--- config.mk ---
export PLATFORM = sky130hd
export DESIGN_NAME = bcmd_bridge_command
export DESIGN_NICKNAME = d
export VERILOG_FILES = /design/src/rtl/bcmd_pkg.sv /design/src/rtl/bcmd_bridge_command.sv
export SDC_FILE = /design/constraint.sdc
export NUM_CORES = 1
export LEC_CHECK = 0
export CAP_MARGIN = 40
export CORE_MARGIN = 2
export CORE_UTILIZATION = 40
export CTS_CLUSTER_DIAMETER = 200
export DETAILED_ROUTE_END_ITERATION = 16
export DONT_BUFFER_PORTS = 1
export MAX_ROUTING_LAYER = met4
export PLACE_DENSITY = 0.62
export SYNTH_ARGS = -nofsm -noshare
export SYNTH_HDL_FRONTEND = slang
export SYNTH_SLANG_ARGS = --single-unit
--- constraint.sdc ---
create_clock -name clk -period 1.1 [get_ports clk]
set_input_delay 0.055 -clock clk [delete_from_list [all_inputs] [get_ports clk]]
set_output_delay 0.055 -clock clk [all_outputs]
set_load 0.1 [all_outputs]
--- src/rtl/bcmd_pkg.sv ---
package bcmd_pkg;

  localparam logic [7:0] BCMD_CMD_OFFSET = 8'h04;
  localparam logic [7:0] BCMD_STS_OFFSET = 8'h06;
  localparam logic [15:0] BCMD_CMD_RESET = 16'h0000;
  localparam int BCMD_IO_EN_BIT = 0;
  localparam int BCMD_MEM_EN_BIT = 1;
  localparam int BCMD_BM_EN_BIT = 2;
  localparam int BCMD_SERR_EN_BIT = 8;
  localparam int BCMD_SSE_BIT = 14;
  localparam logic [15:0] BCMD_CMD_WMASK = 16'h0107;
  localparam logic [15:0] BCMD_STS_FIXED = 16'h00A0;

  typedef struct packed {
    logic wr;
    logic rd;
    logic [7:0] addr;
    logic [1:0] be;
    logic [15:0] wdata;
  } bcmd_cfg_req_t;

  typedef struct packed {
    logic frame_cyc;
    logic sba_cyc;
    logic mem_hit;
    logic io_hit;
    logic pref_hit;
  } bcmd_agp_req_t;

  typedef enum logic [1:0] {
    BCMD_DEC_NONE = 2'b00,
    BCMD_DEC_MEM = 2'b01,
    BCMD_DEC_IO = 2'b10,
    BCMD_DEC_ABORT = 2'b11
  } bcmd_dec_t;

endpackage : bcmd_pkg

--- src/rtl/bcmd_bridge_command.sv ---
`timescale 1ns/1ps
// What this block does
// [RL1] Command register lives at config offset 04h, 16 bits, resets to zero.
// [RL2] Bit 9 fast back-to-back enable reads zero, writes ignored.
// [RL3] System errors are reported as a message over the hub link, no pin.
// [RL4] With bit 8 clear, no system-error message is sent.
// [RL5] With bit 8 set, enabled bridge errors send a message and mark status.
// [RL6] Bit 7 address/data stepping reads zero.
// [RL7] Bit 6 parity response reads zero; no primary-side parity checking.
// [RL8] Bit 4 memory-write-and-invalidate enable reads zero.
// [RL9] Bit 3 special cycle enable reads zero.
// [RL10] With bit 2 clear, graphics master frame cycles are ignored and master abort.
// [RL11] With bit 2 set, frame cycles accepted only inside a valid decode range.
// [RL12] Sideband and pipelined requests are accepted regardless of bit 2.
// [RL13] With bit 1 clear, every memory window is disabled.
// [RL14] With bit 1 set, memory and prefetchable windows decode.
// [RL15] With bit 0 clear, all I/O forwarding is disabled.
// [RL16] The I/O window decodes only once software has set bit 0.
// [RL17] Sending a system-error message sets status bit 14; write one clears it.
// [RL18] Reserved bits 15:10 and 5 read zero, writes ignored.
module bcmd_bridge_command (
  input wire logic clk,
  input wire logic rst,
  input bcmd_pkg::bcmd_cfg_req_t cfg_req,
  input bcmd_pkg::bcmd_agp_req_t agp_req,
  input wire logic bridge_error,
  output logic [15:0] cfg_rdata,
  output logic cfg_rvalid,
  output logic agp_accept,
  output bcmd_pkg::bcmd_dec_t agp_decode,
  output logic hub_syserr_msg,
  output logic memory_space_enable,
  output logic io_space_enable,
  output logic bus_master_enable
);
  import bcmd_pkg::*;

  ////////////////////////////////////////////////////////////////////////////

  logic [15:0] cmd_ff;
  logic [15:0] nxt_cmd;
  logic sse_ff;
  logic nxt_sse;
  logic [15:0] rdata_ff;
  logic [15:0] nxt_rdata;
  logic rvalid_ff;
  logic nxt_rvalid;
  logic accept_ff;
  logic nxt_accept;
  bcmd_dec_t decode_ff;
  bcmd_dec_t nxt_decode;
  logic msg_ff;
  logic nxt_msg;

  function automatic logic [15:0] apply_be(input logic [15:0] old, input logic [15:0] wd,
                                           input logic [1:0] be, input logic [15:0] mask);
    logic [15:0] lane;
    lane = {{8{be[1]}}, {8{be[0]}}} & mask;
    apply_be = (old & ~lane) | (wd & lane);
  endfunction : apply_be

  ////////////////////////////////////////////////////////////////////////////

  // Only the three enables and the message enable are storage; the mask keeps
  // every hardwired and reserved bit at zero whatever software writes.
  always_comb begin
    nxt_cmd = cmd_ff;
    if (cfg_req.wr && cfg_req.addr == BCMD_CMD_OFFSET) begin // [RL1]
      nxt_cmd = apply_be(cmd_ff, cfg_req.wdata, cfg_req.be, BCMD_CMD_WMASK); // [RL2] [RL6] [RL7] [RL8] [RL9] [RL18]
    end
  end

  // A new message in the same cycle as a write-one clear keeps the flag set.
  always_comb begin
    nxt_msg = bridge_error && cmd_ff[BCMD_SERR_EN_BIT]; // [RL3] [RL4] [RL5]
    nxt_sse = sse_ff;
    if (cfg_req.wr && cfg_req.addr == BCMD_STS_OFFSET && cfg_req.be[1] && cfg_req.wdata[BCMD_SSE_BIT]) begin
      nxt_sse = 1'b0; // [RL17]
    end
    if (nxt_msg) begin
      nxt_sse = 1'b1; // [RL5] [RL17]
    end
  end

  always_comb begin
    nxt_rvalid = cfg_req.rd;
    nxt_rdata = 16'h0000;
    if (cfg_req.rd && cfg_req.addr == BCMD_CMD_OFFSET) begin
      nxt_rdata = cmd_ff & BCMD_CMD_WMASK; // [RL18]
    end else if (cfg_req.rd && cfg_req.addr == BCMD_STS_OFFSET) begin
      nxt_rdata = BCMD_STS_FIXED;
      nxt_rdata[BCMD_SSE_BIT] = sse_ff;
    end
  end

  // Frame cycles need the master enable and a hit in an enabled window;
  // sideband and pipelined requests skip the master enable entirely.
  always_comb begin
    logic mem_ok;
    logic io_ok;
    mem_ok = cmd_ff[BCMD_MEM_EN_BIT] && (agp_req.mem_hit || agp_req.pref_hit); // [RL13] [RL14]
    io_ok = cmd_ff[BCMD_IO_EN_BIT] && agp_req.io_hit; // [RL15] [RL16]
    nxt_accept = 1'b0;
    nxt_decode = BCMD_DEC_NONE;
    if (agp_req.sba_cyc) begin
      nxt_accept = 1'b1; // [RL12]
      nxt_decode = BCMD_DEC_MEM;
    end else if (agp_req.frame_cyc) begin
      if (!cmd_ff[BCMD_BM_EN_BIT]) begin
        nxt_decode = BCMD_DEC_ABORT; // [RL10]
      end else if (mem_ok) begin
        nxt_accept = 1'b1; // [RL11]
        nxt_decode = BCMD_DEC_MEM;
      end else if (io_ok) begin
        nxt_accept = 1'b1; // [RL11]
        nxt_decode = BCMD_DEC_IO;
      end else begin
        nxt_decode = BCMD_DEC_ABORT; // [RL11]
      end
    end
  end

  ////////////////////////////////////////////////////////////////////////////

  always_ff @(posedge clk or posedge rst) begin
    if (rst) begin
      cmd_ff <= BCMD_CMD_RESET; // [RL1]
      sse_ff <= 1'b0;
      rdata_ff <= 16'h0000;
      rvalid_ff <= 1'b0;
      accept_ff <= 1'b0;
      decode_ff <= BCMD_DEC_NONE;
      msg_ff <= 1'b0;
    end else begin
      cmd_ff <= nxt_cmd;
      sse_ff <= nxt_sse;
      rdata_ff <= nxt_rdata;
      rvalid_ff <= nxt_rvalid;
      accept_ff <= nxt_accept;
      decode_ff <= nxt_decode;
      msg_ff <= nxt_msg;
    end
  end

  assign cfg_rdata = rdata_ff;
  assign cfg_rvalid = rvalid_ff;
  assign agp_accept = accept_ff;
  assign agp_decode = decode_ff;
  assign hub_syserr_msg = msg_ff;
  assign memory_space_enable = cmd_ff[BCMD_MEM_EN_BIT];
  assign io_space_enable = cmd_ff[BCMD_IO_EN_BIT];
  assign bus_master_enable = cmd_ff[BCMD_BM_EN_BIT];

endmodule : bcmd_bridge_command

==> summary.md <==
| Metric | Value |
|---|---|
| Compound-Gate Fraction of Synth Area | `3.98%` |
| Power Dens Cells | `1310 nW/µm²` |
| RSZ-0062 raised after global routing | `false` |
| Min-delay src | `cfg_req[16]` |
| Type of origin of the critical path | `register` |
| Period minus WS final | `1.04 ns` |
| Adder-cell share of the synthesized area | `0%` |
| CP arrival | `1.21 ns` |
| Max-slew headroom | `62.6%` |
| Routability Congestion | `0.826` |
| Clock latency on the worst-skew pair | `0.28 ns` |
| Die H | `46.5 µm` |
| Site Rows | `15` |
| Final worst path period share | `94.1%` |
| Sequential-to-total area share from yosys stat | `55.4%` |
| DRC violations left | `0` |
| HPWL after DPL | `992 µm` |
| CTS max path bufs | `2` |
| Post-Synth XOR/XNOR Area | `0%` |
| Final hold vios | `0` |
| Initial Util | `42.3%` |
| Post-Syn Area | `723 µm²` |
| Total CTS buffers | `3` |
| Critical path peak fanout | `4` |
| Drt pass-1 iters | `4` |
| Netlist cell types | `20` |
| Core area | `1710 µm²` |
| Dpl cells | `95` |
| Status | `completed` |
| Depth of the CTS H-tree | `1` |
| Die Width | `46.5 µm` |
| Fin worst setup slack | `0.0645 ns` |
| Setup TNS | `0 ns` |
| Mux cell area share after synthesis | `6.23%` |
| Vias in the first global route | `499` |
| Worst slew pin tran | `0.560 ns` |
| Finished Core Util | `59.1%` |
| Number of vias per cell | `4.57` |
| Fill cells | `149` |
| Worst VDD drop | `0.581 mV` |
| Final clock skew | `0.00293 ns` |
| Largest family of logic cells by synthesized area | `simple AND/OR/NAND/NOR gates` |
| Worst hold stages | `2` |
| LEAKAGE | `0.509 nW` |
| Clock transition at path regs | `0.09 ns` |
| Root Driver | `clkbuf_4` |
| DR WL/cell | `12.8 µm` |
| Ys Warns | `0` |
| Avg Inst Size Synth | `12.7 µm²` |
| I/O pin count | `60` |
| Via count | `507` |
| GRT overflow | `0` |
| NumNets Final | `123` |
| Global Route Usage Sum | `14.6%` |
| Mapped Cells | `57` |
| Multi-input gate area | `274 µm²` |
| First-pass GRT wire length | `2.04 mm` |
| Die area | `2160 µm²` |
| Drt total wl | `1.42 mm` |
| Pin count of the biggest net entering global routing | `17` |
| Synth Area in Simple Gates | `22.5%` |
| Power Total | `1.32 mW` |
| Finished Layout Cells | `111` |
| Diode count | `0` |
| Layout area overhead | `39.6%` |
| Max-Cap Viols | `0` |
| Reg2Reg Capture Point | `agp_accept` |
| CTS tree | `built` |
| Slew Limit Fails | `0` |
| Drt initial violations | `1` |
| Clk sinks | `16` |
| R2R Setup Slk | `0.06 ns` |
| Reg2reg path depth | `3` |
| Post-CTS Setup Bufs | `0` |
| Port bufs | `0` |
| Register Area | `408 µm²` |
| FMAX | `966 MHz` |
| Antenna-violating nets left | `0` |
| Seq cells post-synth | `16` |
| Place WS | `0.0523 ns` |
| Layout cells sized above 1 | `36.0%` |
| CP endpoint kind | `register` |
| CP Class | `reg -> reg` |
| Worst Path Required | `1.27 ns` |
| HP Class | `in -> reg` |
| Initial antenna violation count | `0` |
| Final setup viols | `0` |
==> cell usage in the layout, fill, tap and decap left out, types with 2 or more instances in the layout <==
| master | n |
|---|---|
| dfrtp_2 | 3 |
| mux2_1 | 3 |
| a21o_1 | 2 |
| dfrtp_1 | 12 |
| nand4_1 | 2 |
| dlygate4sd3_1 | 12 |
| and2_1 | 7 |
| clkbuf_4 | 3 |
| buf_4 | 12 |
| and3_2 | 2 |
| nand2_1 | 2 |
| inv_1 | 2 |
| conb_1 | 9 |
| buf_6 | 2 |
==> cell type report <==
class	count	area share, %
Timing Repair Buffer	27	25.0
Sequential cell	16	40.4
Inverter	2	0.743
Tap cell	25	3.10
Multi-Input combinational cell	37	27.1
Clock buffer	4	3.59
==> how the worst max path moves through the flow <==
stage | to | slack (ns) | cells after the start
2_1_floorplan | agp_decode[0] | -0.04 | 3
3_3_place_gp | register | 0.08 | 3
3_5_place_dp | register | 0.05 | 3
4_1_cts | memory_space_enable | 0.01 | 1
5_1_grt | memory_space_enable | 0.04 | 1
6_report | agp_accept | 0.06 | 3
==> cell usage after synthesis, drive strengths merged <==
library cell | n | area share [%]
a31o | 1 | 1.2
conb | 1 | 0.52
a21o | 2 | 2.1
and3 | 2 | 2.1
nor4 | 1 | 2.9
o21ai | 1 | 0.69
nand3 | 1 | 0.69
inv | 2 | 1.0
nor3b | 1 | 1.0
buf | 10 | 10
nor4bb | 1 | 1.4
nand4 | 3 | 3.5
nor2 | 1 | 0.52
dfrtp | 16 | 55
and2 | 7 | 6.1
mux2 | 4 | 6.2
nor4b | 1 | 3.3
nand2 | 2 | 1.0
==> worst max-delay path, cell delays in order (launching register included) <==
cell and delay, ns:
dfrtp_4 0.50, o21ai_2 0.08, nand2_1 0.08, a31o_2 0.26
==> layer usage <==
metal,share of wire [%],up-vias,GRT usage [%]
met3,6.0,4,3.14
met5,0,-,-
met1,33,244,13.7
met4,3.1,0,10.3
li1,-,234,-
met2,57,25,25.8
==> report_power, final <==
part | internal [mW] | switching (mW)
Combinational | 0.0670 | 0.253
Sequential | 0.610 | 0.0105
Clock | 0.201 | 0.180
Total | 0.879 | 0.443
==> per-stage QoR <==
stage	area, µm²	hold slack (ns)
after floorplan	764	-0.0314
after global placement	846	0.0280
after detailed placement	846	0.0354
after CTS	1000	0.00780
after global routing	1010	0.0142
final	1010	0.0211
==> cells by family after synthesis <==
logic type	count (synthesis)
DFF	16
AOI/OAI and AO/OA	4
and+or+nand+nor	20
muxes	4
other	1
buffers and inverters	12
==> timing repair <==
item	CTS	global route
setup endpoints to repair	0	2
hold endpoints to repair	27	0
hold buffers	12	0
gates resized for setup	0	2
Note: power is estimated with default switching activity, not from simulation.
